--- config.mk ---
export PLATFORM = sky130hd
export DESIGN_NAME = ep_status
export DESIGN_NICKNAME = d
export VERILOG_FILES = /design/src/logic/ep_status_pkg.sv /design/src/logic/sticky_flag.sv /design/src/logic/ep_status.sv
export VERILOG_INCLUDE_DIRS = /design/src /design/src/logic
export SDC_FILE = /design/constraint.sdc
export NUM_CORES = 1
export LEC_CHECK = 0
export ABC_AREA = 1
export BUFFER_PORTS_ARGS = -buffer_cell sky130_fd_sc_hd__buf_4
export CORE_ASPECT_RATIO = 2
export CORE_MARGIN = 10
export CORE_UTILIZATION = 30
export CTS_BUF_LIST = sky130_fd_sc_hd__clkbuf_8
export DETAILED_ROUTE_END_ITERATION = 12
export GPL_TIMING_DRIVEN = 1
export HOLD_SLACK_MARGIN = 0.06
export PLACE_DENSITY = 0.56
export SYNTH_ARGS = -nofsm -noshare
export SYNTH_HDL_FRONTEND = slang
export SYNTH_HIERARCHICAL = 1
export SYNTH_SLANG_ARGS = --single-unit
--- constraint.sdc ---
create_clock -name mclk -period 1.5 [get_ports mclk]
set_clock_uncertainty 0.1 [all_clocks]
set_input_delay 0.075 -clock mclk [delete_from_list [all_inputs] [get_ports mclk]]
set_output_delay 0.075 -clock mclk [all_outputs]
set_load 0.01 [all_outputs]
--- src/logic/ep_status_map.svh ---
// Register offsets, bit positions, reset values and the rule summary.
// Summary of operation
// While stall request is set the next handshake on the endpoint is a STALL.
// Firmware loads IN data only while packet ready is clear, then sets packet ready.
// Packet ready set with no data written sends a zero length packet.
// Packet ready clears after sending on isochronous, after host ACK otherwise.
// Non-isochronous endpoints set stall sent after a requested STALL and interrupt; the code sets it only for a STALL answering an IN token.
// Non-isochronous endpoints clear stall sent when a SETUP packet arrives.
// Isochronous endpoints use the same flag as a data CRC error flag and interrupt.
// Isochronous endpoints clear the CRC error flag on later good data.
// Storing an OUT packet in bank 0 sets bank 0 received and interrupts.
// While bank 0 received is set, OUT to bank 0 is NAKed except on isochronous.
// On control endpoints a SETUP may overwrite the buffer while bank 0 is full.
// Firmware clears bank 0 received after reading the OUT data.
// Transmit complete sets after sending (iso) or host ACK (others) and interrupts.
// A valid SETUP sets setup received, is stored, and interrupts.
// In ping-pong mode bank 1 received sets on storing and NAKs bank 1 until cleared; the code does not NAK bank 1 on isochronous endpoints.
`ifndef EP_STATUS_MAP_SVH
`define EP_STATUS_MAP_SVH
`define OFS_STATUS 4'h0
`define OFS_MASK 4'h4
`define OFS_CONFIG 4'h8
`define BIT_IN_CMP 0
`define BIT_OUT_B0 1
`define BIT_SETUP 2
`define BIT_STALL_CRC 3
`define BIT_IN_RDY 4
`define BIT_STALL_RQ 5
`define BIT_OUT_B1 6
`define RST_STATUS 8'h00
`define RST_MASK 8'h00
`define FLAG_MASK 8'h4F
`define WR_MASK 8'h30
`endif

--- src/logic/ep_status_pkg.sv ---
// Types shared by the endpoint status block.
package ep_status_pkg;
  typedef enum logic [1:0] {
    ep_control, ep_bulk, ep_interrupt, ep_isochronous
  } ep_kind_type;
  typedef enum logic [1:0] {
    hs_none, hs_ack, hs_nak, hs_stall
  } handshake_type;
  typedef enum logic [1:0] {
    bus_idle, bus_ack
  } bus_state_type;
endpackage

--- src/logic/sticky_flag.sv ---
// One hardware-set flag where a set in the clear cycle wins.
module sticky_flag (
  // Clock and reset.
  input wire logic mclk,
  input wire logic rst,
  // Events.
  input wire logic set,
  input wire logic clr,
  // State.
  output logic flag
);
  typedef struct packed {
    logic f;
  } state_type;
  state_type s_q;
  state_type s_d;
  always_comb begin
    s_d = s_q;
    if (clr) begin
      s_d.f = 1'b0;
    end
    if (set) begin
      s_d.f = 1'b1;
    end
  end
  always_ff @(posedge mclk) begin
    if (rst) begin
      s_q <= '0;
    end else begin
      s_q <= s_d;
    end
  end
  assign flag = s_q.f;
endmodule // sticky_flag

--- src/logic/ep_status.sv ---
// Endpoint status and handshake control flags with an Avalon-MM slave.
//
// The address map and the Avalon-MM interface to the registers were chosen for this implementation.
`include "ep_status_map.svh"
module ep_status (
  // Clock and reset.
  input wire logic mclk,
  input wire logic rst,
  // Avalon-MM slave.
  input wire logic [3:0] address,
  input wire logic read,
  input wire logic write,
  input wire logic [31:0] writedata,
  output logic [31:0] readdata,
  output logic waitrequest,
  // Endpoint kind and ping-pong mode.
  input wire logic [1:0] ep_kind,
  input wire logic ping_pong,
  // Events from the USB transaction engine, one-cycle pulses.
  input wire logic setup_rx,
  input wire logic out_rx_ok,
  input wire logic out_rx_bank,
  input wire logic out_rx_crc_err,
  input wire logic in_token,
  input wire logic in_sent,
  input wire logic in_acked,
  // Decisions to the transaction engine.
  output logic [1:0] handshake,
  output logic out_accept_bank0,
  output logic out_accept_bank1,
  output logic in_send_data,
  output logic in_zero_length,
  // Firmware data path and interrupt.
  input wire logic in_data_written,
  output logic endpoint_irq
);
  typedef struct packed {
    logic stall_request;
    logic in_packet_ready;
    logic in_has_data;
    logic [7:0] mask;
    ep_status_pkg::bus_state_type bus;
    logic [31:0] rdata;
  } state_type;
  state_type s_q;
  state_type s_d;
  logic iso;
  logic b0_full;
  logic b1_full;
  logic sent_stall;
  logic [7:0] status;
  logic take;
  logic [7:0] clr_w1;
  logic st_in_cmp;
  logic st_out_b0;
  logic st_setup;
  logic st_stall_crc;
  logic st_out_b1;
  logic status_wr;
  logic mask_wr;

  assign iso = (ep_kind == 2'h3);
  assign status_wr = take && write && address == `OFS_STATUS;
  assign mask_wr = take && write && address == `OFS_MASK;
  assign take = (read | write) && s_q.bus == ep_status_pkg::bus_ack;
  assign waitrequest = (read | write) && s_q.bus != ep_status_pkg::bus_ack;
  assign clr_w1 = (take && write && address == `OFS_STATUS) ?
                  writedata[7:0] & `FLAG_MASK : 8'h00;
  assign sent_stall = in_token && s_q.stall_request && !iso;

  // Handshake chosen for the current token.
  always_comb begin
    handshake = ep_status_pkg::hs_ack;
    if (s_q.stall_request) begin
      handshake = ep_status_pkg::hs_stall;
    end else if (out_rx_ok && !iso &&
                 ((ping_pong && out_rx_bank) ? b1_full : b0_full)) begin
      handshake = ep_status_pkg::hs_nak;
    end
  end
  // A SETUP always lands in the buffer, even over a full bank 0.
  assign out_accept_bank0 = iso || setup_rx || !b0_full;
  assign out_accept_bank1 = ping_pong && (iso || !b1_full);
  assign in_send_data = s_q.in_packet_ready && !s_q.stall_request;
  assign in_zero_length = in_send_data && !s_q.in_has_data;

  sticky_flag u_cmp (.mclk(mclk), .rst(rst),
    .set((iso && in_sent) || (!iso && in_acked)),
    .clr(clr_w1[`BIT_IN_CMP]), .flag(st_in_cmp));
  sticky_flag u_b0 (.mclk(mclk), .rst(rst),
    .set(out_rx_ok && !out_rx_crc_err && !out_rx_bank &&
         (iso || !b0_full)),
    .clr(clr_w1[`BIT_OUT_B0]), .flag(st_out_b0));
  sticky_flag u_setup (.mclk(mclk), .rst(rst),
    .set(setup_rx), .clr(clr_w1[`BIT_SETUP]), .flag(st_setup));
  // Hardware clears on a non-iso SETUP or good iso data, unless an event sets it.
  sticky_flag u_stall (.mclk(mclk), .rst(rst),
    .set(sent_stall || (iso && out_rx_ok && out_rx_crc_err)),
    .clr(clr_w1[`BIT_STALL_CRC] || (!iso && setup_rx) ||
         (iso && out_rx_ok && !out_rx_crc_err)),
    .flag(st_stall_crc));
  sticky_flag u_b1 (.mclk(mclk), .rst(rst),
    .set(ping_pong && out_rx_ok && !out_rx_crc_err && out_rx_bank &&
         (iso || !b1_full)),
    .clr(clr_w1[`BIT_OUT_B1]), .flag(st_out_b1));

  assign b0_full = st_out_b0;
  assign b1_full = st_out_b1;
  always_comb begin
    status = 8'h00;
    status[`BIT_IN_CMP] = st_in_cmp;
    status[`BIT_OUT_B0] = st_out_b0;
    status[`BIT_SETUP] = st_setup;
    status[`BIT_STALL_CRC] = st_stall_crc;
    status[`BIT_IN_RDY] = s_q.in_packet_ready;
    status[`BIT_STALL_RQ] = s_q.stall_request;
    status[`BIT_OUT_B1] = st_out_b1;
  end
  assign endpoint_irq = |(status & `FLAG_MASK & s_q.mask);

  always_comb begin
    s_d = s_q;
    s_d.bus = ((read | write) && s_q.bus == ep_status_pkg::bus_idle) ?
              ep_status_pkg::bus_ack : ep_status_pkg::bus_idle;
    // Firmware loads data only while ready is clear; track any data.
    if (in_data_written && !s_q.in_packet_ready) begin
      s_d.in_has_data = 1'b1;
    end
    if ((iso && in_sent) || (!iso && in_acked)) begin
      s_d.in_packet_ready = 1'b0;
      s_d.in_has_data = 1'b0;
    end
    if (take && write) begin
      unique case (address)
        `OFS_STATUS: begin
          s_d.stall_request = writedata[`BIT_STALL_RQ];
          if (writedata[`BIT_IN_RDY]) begin
            s_d.in_packet_ready = 1'b1;
          end
        end
        `OFS_MASK: s_d.mask = writedata[7:0] & `FLAG_MASK;
        // The config word only echoes the pins, so writes are dropped.
        `OFS_CONFIG: ;
        default: ;
      endcase
    end
    s_d.rdata = 32'h0000_0000;
    if (read && s_q.bus == ep_status_pkg::bus_idle) begin
      unique case (address)
        `OFS_STATUS: s_d.rdata = {24'h00_0000, status};
        `OFS_MASK: s_d.rdata = {24'h00_0000, s_q.mask};
        `OFS_CONFIG: s_d.rdata = {29'h0000_0000, ping_pong, ep_kind};
        default: s_d.rdata = 32'h0000_0000;
      endcase
    end else if (s_q.bus == ep_status_pkg::bus_ack) begin
      s_d.rdata = s_q.rdata;
    end
  end
  always_ff @(posedge mclk) begin
    if (rst) begin
      s_q <= '0;
    end else begin
      s_q <= s_d;
    end
  end
  assign readdata = s_q.rdata;
endmodule // ep_status

==> results of run 1 <==
-- per-layer routing --
layer / share of wire [%] / GRT usage (%) / routed length (um) / vias to the layer above
met3: 8.1 / 2.113 / 288 / 5
met5: 0 / 0 / 0 / -
met1: 36 / 8.450 / 1263 / 557
met2: 54 / 17.10 / 1933 / 46
met4: 1.8 / 4.318 / 63 / 0
li1: - / - / - / 672
-- layout by cell type, fill, tap and decap left out, types with 4 or more instances in the layout --
cell	netlist	layout
a21oi_2	10	11
dfxtp_1	21	19
o21ai_1	9	9
inv_1	29	30
nand3_1	18	18
buf_4	32	43
inv_2	5	4
nand2_1	28	28
dlygate4sd3_1	0	13
a21oi_1	11	10
nor3_1	4	4
nor2_1	17	17
conb_1	1	25
-- report_power, final --
group / switching [mW] / total [mW] / leakage (nW) / internal (mW)
Sequential: 0.0123 / 0.584 / 0.171 / 0.571
Combinational: 0.140 / 0.254 / 0.629 / 0.114
Clock: 0.175 / 0.357 / 0.0269 / 0.182
Total: 0.327 / 1.19 / 0.828 / 0.868
-- area by class of cell --
type | count | area, sq um
Timing Repair Buffer | 57 | 464.2
Clock inverter | 1 | 3.754
Inverter | 34 | 130.1
Multi-Input combinational cell | 135 | 676.9
Fill cell | 523 | 2746
Tap cell | 55 | 68.82
Sequential cell | 21 | 422.9
Clock buffer | 3 | 41.29
-- repair_timing --
action	in CTS	in global routing
endpoints found under the setup margin	0	1
hold endpoints to repair	19	0
gates resized for setup	0	5
hold buffers	13	0
buffers inserted	0	1
-- cells by family after synthesis --
group / Yosys count / synth area share (%)
simple gates: 76 / 26.26
buf+inv: 69 / 27.88
compound gates: 34 / 15.38
flops: 21 / 30.22
other cells: 1 / 0.2695
-- worst max-delay path, delay by kind of cell, from the launching register on --
kind / cells / cell delay, ps
buf+inv: 2 / 160
flops: 1 / 360
simple gates: 1 / 260
compound gates: 2 / 230
-- flip-flops by register name, summed over array words and instances, names as in the netlist --
name,flops
s_q,9
readdata,7
u_cmp/flag,1
u_b1/flag,1
u_stall/flag,1
u_setup/flag,1
u_b0/flag,1
-- worst max path at each step --
stage                        end  cells after the start
global placement      u_cmp/flag                      9
CTS                 handshake[0]                      5
finish              handshake[0]                      5
floorplan                s_q[34]                      4
global route        handshake[0]                      5
detailed placement    u_cmp/flag                      9
-- through the flow --
step / setup slack [ps] / TNS, ps / hold WS (ps) / cell area (sq um) / std cells
2_1_floorplan: 403.8 / 0 / 37.44 / 1481 / 225
3_3_place_gp: 244.6 / 0 / 199.3 / 1613 / 288
3_5_place_dp: 235.5 / 0 / 210.5 / 1613 / 288
4_1_cts: 4.510 / 0 / 87.12 / 1788 / 305
5_1_grt: -9.329 / -9.329 / 100.1 / 1808 / 306
6_report: 60.88 / 0 / 80.77 / 1808 / 306
==> flow_summary.toml, run 1 <==
[floorplan]
num_rows = 35
initial_utilization_pct = 30.55
core-area_sq_mm = 0.004554
ios = 91
die_area_sq_mm = 0.007927
die_h_um = 116.3
die_w_um = 68.16

[route]
dr_total_vias = 1280
routed_wl_mm = 3.549
routed_via_density = 4.183
drc = 0
drt_first_pass_iters = 3
wire_per_inst_um = 11.60
drt_iter0_drc = 15
ant_nets = 0

[clock_network]
clockRootBuffer = "clkbuf_8"
cts_buffers = 3
cts.sinks = 21
insertion_delay_ps = 260
cts_htree_levels = 1
cts_tree = "built"
clk_pin_slew_ps = 70
max-clock-path-buffers = 2

[sta]
hold_violations = 0
post-route-period-util_pct = 95.94
period_needed_ps = 1439
finalSetupViolations = 0
max_freq_mhz = 694.9
rsz0062_at_grt = "true"
finalMaxSlewViolations = 0

[cells_and_area]
diodes = 0
final_core_util_pct = 39.70
drive_gt1_share_pct = 29.08
syn2layout_area_growth_pct = 29.95
final_nets = 303

[logic_synthesis]
netlist_area_sq_mm = 0.001391
ys_top_cells_by_area = "dfxtp_1, buf_4, inv_1"
synthCells = 201
synth_edf_count = 0
seq_area_frac_synth_pct = 30.22
avgSynthCellArea_sq_um = 6.922
synthTopCellsByCount = "buf_4, inv_1, nand2_1"
yosysTopAreaCellShare_pct = 30.22
ys.flop_type = "dfxtp_1"
synth.largest_area_cell = "dfxtp_1"
synth.ff_latch_count = 21
post-synth-top-count-cell = "buf_4"
async_flop_share_pct = 0
yosys_warnings = 6
synth_cell_types = 24

[critical_path]
crit_path_max_fanout = 3
worst_setup_path_end_kind = "primary output"
crit_slowest_cell = "dfxtp_2"
r2r_setup_slack_ps = 270
critPathRequiredTime_ps = 1320
worst_ep_arrival_time_ps = 1260
crit_start = "u_b1/flag"
worst_r2r_path_depth = 7
r2r-start = "s_q[32]"
r2r-end = "u_b0/flag"
crit_path_cell_trace = "inv_4, a21oi_2, o211ai_1, or2_1, buf_6"
cp_slowest_stage_delay_ps = 360
crit_type = "flip-flop to primary output"
critPathLaunchType = "flip-flop"

[power]
peakVddDrop_mv = 0.4574
p_per_area_mw_per_mm2 = 660.9
p_leak_nw = 0.8276
finalPower_mw = 1.195

[grt]
grt_pass1_vias = 1347
grt_pass1_wl_mm = 5.664
grt_max_degree = 17
grt_usage_pct = 9.024
overflow = 0
antenna_found_initial = 0

[worst_hold_path]
min_to = "s_q[42]"
hold_path_class = "input pin to flip-flop"
min-delay-start = "in_sent"
holdPathStages = 4

[job]
cap_violations = 0

[outcome]
status = "finished, final reports clean"

[placement]
port_buffers = 40
dpl.hpwl_mm = 3.001
place_congestion = 0.8277
(Power assumes the default switching activity.)
==> inputs of run 2 (changes only) <==
--- a/config.mk
+++ b/config.mk
@@ -10,12 +10,12 @@
 export BUFFER_PORTS_ARGS = -buffer_cell sky130_fd_sc_hd__buf_4
 export CORE_ASPECT_RATIO = 2
 export CORE_MARGIN = 10
-export CORE_UTILIZATION = 30
+export CORE_UTILIZATION = 43
 export CTS_BUF_LIST = sky130_fd_sc_hd__clkbuf_8
 export DETAILED_ROUTE_END_ITERATION = 12
 export GPL_TIMING_DRIVEN = 1
 export HOLD_SLACK_MARGIN = 0.06
-export PLACE_DENSITY = 0.56
+export PLACE_DENSITY = 0.78
 export SYNTH_ARGS = -nofsm -noshare
 export SYNTH_HDL_FRONTEND = slang
 export SYNTH_HIERARCHICAL = 1
==> flow_summary.toml, run 2 (same netlist as run 1, synthesis figures left out) <==
[outcome]
status = "finished, final reports clean"

[cells_and_area]
seq_area_sq_um = 421.7
fillCellCount = 311
diodes = 0
syn2layout_area_growth_pct = 27.61
stdcell_count = 282
final_nets = 303
multi_input_area_sq_um = 676.9
largest_register_ffs = 9
largest-register = "s_q"
final_cell_mix = "buf_4, inv_1, nand2_1"
drive_gt1_share_pct = 29.08
mostFrequentLayoutCell = "buf_4"

[route]
drt_first_pass_iters = 4
routed_wl_mm = 3.523
drt_iter0_drc = 25
dr_total_vias = 1311
wire_per_inst_um = 12.49
ant_nets = 0
routed_via_density = 4.649
drc = 0

[critical_path]
r2r_setup_slack_ps = 250
cp_slowest_stage_delay_ps = 340
critPathTopFamily = "flip-flops"
worst_ep_arrival_time_ps = 1280
crit_path_cell_trace = "inv_2, a21oi_2, o211ai_1, or2_1, buf_6"
critPathLaunchType = "flip-flop"
worst_setup_path_end_kind = "primary output"
worst_r2r_path_depth = 7
crit_cells = 5
crit_buf_inv = 2
crit_type = "flip-flop to primary output"
critPathRequiredTime_ps = 1320
crit_path_max_fanout = 4
crit_slowest_cell = "dfxtp_2"

[clock_network]
clk_pin_slew_ps = 80
insertion_delay_ps = 260
cts_tree = "built"
cts_buffers = 3
max-clock-path-buffers = 2
cts.sinks = 21
clockRootBuffer = "clkbuf_8"
cts_htree_levels = 1

[power]
netSwitchingPower_uw = 341.5
peakVddDrop_mv = 0.4941
p_clk_share_pct = 30.9
switching_share_pct = 28.19
p_per_area_mw_per_mm2 = 682.3
seqPwrFrac_pct = 48.1
intPower_uw = 870.0
p_leak_nw = 0.8251
comb_power_share_pct = 21.0

[placement]
dp_slack_ps = 275.4
place_inst = 264
dpl.hpwl_mm = 2.809
port_buffers = 40
place_congestion = 0.7577

[floorplan]
die_area_sq_mm = 0.006049
die_w_um = 60.22
die_h_um = 100.4
core-area_sq_mm = 0.003157
num_rows = 29
ios = 91
initial_utilization_pct = 44.07

[grt]
grt_usage_pct = 11.45
grt_max_degree = 17
antenna_found_initial = 0
grt_pass1_wl_mm = 5.554
overflow = 0
grt_pass1_vias = 1276

[sta]
finalSetupViolations = 0
tns_ps = 0
setup_slack_ps = 41.38
post-route-period-util_pct = 97.24
finalMaxSlewViolations = 0
period_needed_ps = 1459
hold_violations = 0
max_freq_mhz = 685.6

[job]
cap_violations = 0

[worst_hold_path]
hold_path_class = "input pin to flip-flop"
holdPathStages = 4
-- run 2: changes by cell type in the layout (fill, tap and decap cells not counted), sizes merged --
cell,delta
clkinv,+1
inv,-1
-- run 2: area by class of cell --
cell class,count,area share (%)
clock inverter,1,0.2819
clock buffer,3,2.326
timing repair buffer,57,26.15
tap,31,2.185
inverter,34,7.188
multi-input combinational,135,38.13
sequential,21,23.75
-- run 2: through the flow --
stage / hold slack [ps] / utilization [%] / cell area, sq um / power, mW
after floorplan: 37.44 / - / 1481 / 0.7622
after global placement: 198.2 / 50.14 / 1583 / 0.8117
after detailed placement: 213.9 / 50.14 / 1583 / 0.8154
after CTS: 69.63 / 55.73 / 1759 / 1.214
after global routing: 85.49 / 56.24 / 1775 / 1.261
final: 77.65 / 56.24 / 1775 / 1.211
-- run 2: per-layer routing --
layer  part of all wire (%)  track usage (%)
met5                      0                0
met4                    3.0            6.250
met3                    9.8            3.413
met2                     55            20.54
met1                     33            10.82
-- run 2: power groups by stage --
stage	Sequential, mW	Clock [mW]	Combinational, mW
after floorplan	0.592	0	0.171
after global placement	0.595	0	0.216
after detailed placement	0.596	0	0.219
after CTS	0.583	0.384	0.247
after global routing	0.584	0.395	0.281
final	0.583	0.374	0.254
-- run 2: tightest hold or removal path, cell delays in order --
cell and delay (ps):
buf_4 70, nand2_1 40, nand2_1 140, nor3_1 60
-- run 2: what timing repair did --
action | in CTS | in global routing
hold buffers | 13 | 0
endpoints found under the hold margin | 20 | 0
gates resized for setup | 0 | 3
setup buffers | 0 | 1
endpoints found under the setup margin | 0 | 1
-- run 2: path summary, 6_finish.rpt --
kind / to / startpoint
worst min register to register: readdata[4] / readdata[4]
worst max-delay path: handshake[0] / u_b1/flag
worst min-delay path: s_q[42] / in_sent
worst max register to register: u_cmp/flag / s_q[32]
==> inputs of run 3 (changes only) <==
--- a/config.mk
+++ b/config.mk
@@ -7,15 +7,15 @@
 export NUM_CORES = 1
 export LEC_CHECK = 0
 export ABC_AREA = 1
-export BUFFER_PORTS_ARGS = -buffer_cell sky130_fd_sc_hd__buf_4
 export CORE_ASPECT_RATIO = 2
 export CORE_MARGIN = 10
-export CORE_UTILIZATION = 43
+export CORE_UTILIZATION = 53
 export CTS_BUF_LIST = sky130_fd_sc_hd__clkbuf_8
 export DETAILED_ROUTE_END_ITERATION = 12
+export DONT_BUFFER_PORTS = 1
 export GPL_TIMING_DRIVEN = 1
 export HOLD_SLACK_MARGIN = 0.06
-export PLACE_DENSITY = 0.78
+export PLACE_DENSITY = 0.64
 export SYNTH_ARGS = -nofsm -noshare
 export SYNTH_HDL_FRONTEND = slang
 export SYNTH_HIERARCHICAL = 1
==> flow_summary.toml, run 3 (same netlist as run 1, synthesis figures left out) <==
[outcome]
status = "finished, final reports clean"

[placement]
place_congestion = 0.7906
dpl.hpwl_mm = 2.786
port_buffers = 0
dp_slack_ps = 317.2

[critical_path]
crit_path_max_fanout = 3
crit_type = "input pin to flip-flop"
crit_start = "in_sent"
critPathLaunchType = "input pin"
worst_setup_path_end_kind = "flip-flop"
crit_path_cell_trace = "dlygate4sd3_1, nand2_1, nand2_2, dlygate4sd3_1, inv_1, a21oi_2"
critPathRequiredTime_ps = 1530
crit_path_frequent_cell = "dlygate4sd3_1"
r2r_setup_slack_ps = 90
cp_slowest_stage_delay_ps = 560
crit_slowest_cell = "dlygate4sd3_1"
r2r-start = "s_q[32]"
worst_ep_arrival_time_ps = 1480

[cells_and_area]
largest-register = "s_q"
syn2layout_area_growth_pct = 17.27
diodes = 0
mostFrequentLayoutCell = "inv_1"
fillCellCount = 248
final_cell_mix = "inv_1, nand2_1, conb_1"
final_nets = 278
largest_register_ffs = 9
drive_gt1_share_pct = 14.16

[sta]
hold_violations = 0
finalMaxSlewViolations = 0
finalSetupViolations = 0
tns_ps = 0
period_needed_ps = 1453
max_freq_mhz = 688.1
max_slew.worst_pin.slew_ps = 713.3
holdWs_ps = 62.15
rsz0062_at_grt = "false"
relSlewSlack_pct = 52.29
post-route-period-util_pct = 96.89
setup_slack_ps = 46.71

[route]
drt_first_pass_iters = 4
drc = 0
wire_per_inst_um = 14.33
dr_total_vias = 1231
ant_nets = 0
routed_via_density = 4.846
routed_wl_mm = 3.641
drt_iter0_drc = 11

[clock_network]
cts.sinks = 21
clk_pin_slew_ps = 80
cts_htree_levels = 1
max-clock-path-buffers = 2
cts_tree = "built"
clockRootBuffer = "clkbuf_8"
insertion_delay_ps = 260
cts_buffers = 3

[power]
peakVddDrop_mv = 0.5781
p_per_area_mw_per_mm2 = 725.7
p_leak_nw = 0.7261

[floorplan]
num_rows = 26
die_h_um = 92.46
ios = 91
die_w_um = 56.23
initial_utilization_pct = 54.83
die_area_sq_mm = 0.005199
core-area_sq_mm = 0.002537

[job]
cap_violations = 0

[grt]
antenna_found_initial = 0
grt_max_degree = 14
overflow = 0
grt_pass1_wl_mm = 6.196
grt_usage_pct = 14.17
grt_pass1_vias = 1307

[worst_hold_path]
min-delay-start = "ep_kind[1]"
hold_path_class = "input pin to flip-flop"
run 3: critical path, delay by kind of cell:
kind	cells	cell delay, ps
AOI/OAI and AO/OA	1	50
and+or+nand+nor	2	180
buffers and inverters	3	1170
run 3: area by class of cell:
type | instances | area, sq um | area share, %
multi-input combinational | 135 | 683.2 | 41.87
sequential | 21 | 420.4 | 25.77
timing repair buffer | 32 | 320.3 | 19.63
inverter | 34 | 127.6 | 7.822
clock buffer | 3 | 41.29 | 2.531
tap | 28 | 35.03 | 2.147
clock inverter | 1 | 3.754 | 0.2301
run 3: layer usage:
| layer | global-route usage (%) | up-vias | routed length (um) |
|---|---|---|---|
| li1 | - | 626 | - |
| met1 | 12.37 | 564 | 1176 |
| met2 | 28.81 | 36 | 2172 |
| met3 | 3.967 | 5 | 242 |
| met4 | 4.839 | 0 | 48 |
| met5 | 0 | - | 0 |
run 3: what timing repair did:
action | 4_1_cts | 5_1_grt
setup endpoints to repair | 0 | 6
setup buffers | 0 | 1
hold endpoints to repair | 21 | 0
hold buffers | 28 | 0
gates resized for setup | 0 | 8
run 3: per-stage QoR:
| stage | area [sq um] | utilization (%) | power, mW | std cells |
|---|---|---|---|---|
| CTS | 1604 | 63.21 | 1.171 | 253 |
| global placement | 1279 | 50.39 | 0.7286 | 221 |
| finish | 1632 | 64.30 | 1.184 | 254 |
| floorplan | 1481 | - | 0.7622 | 225 |
| detailed placement | 1279 | 50.39 | 0.7325 | 221 |
| global route | 1632 | 64.30 | 1.240 | 254 |
run 3: path summary, 6_finish.rpt:
| path | to | depth (start not counted) |
|---|---|---|
| max | u_cmp/flag | 6 |
| min | u_stall/flag | 4 |
| max reg2reg | s_q[32] | 3 |
| min reg2reg | s_q[40] | 2 |
run 3: power breakdown:
part	total [mW]	switching [mW]	internal (mW)	leakage, nW
Clock	0.373	0.191	0.183	0.0269
Combinational	0.227	0.133	0.0943	0.529
Sequential	0.583	0.0130	0.570	0.171
Total	1.18	0.337	0.847	0.726
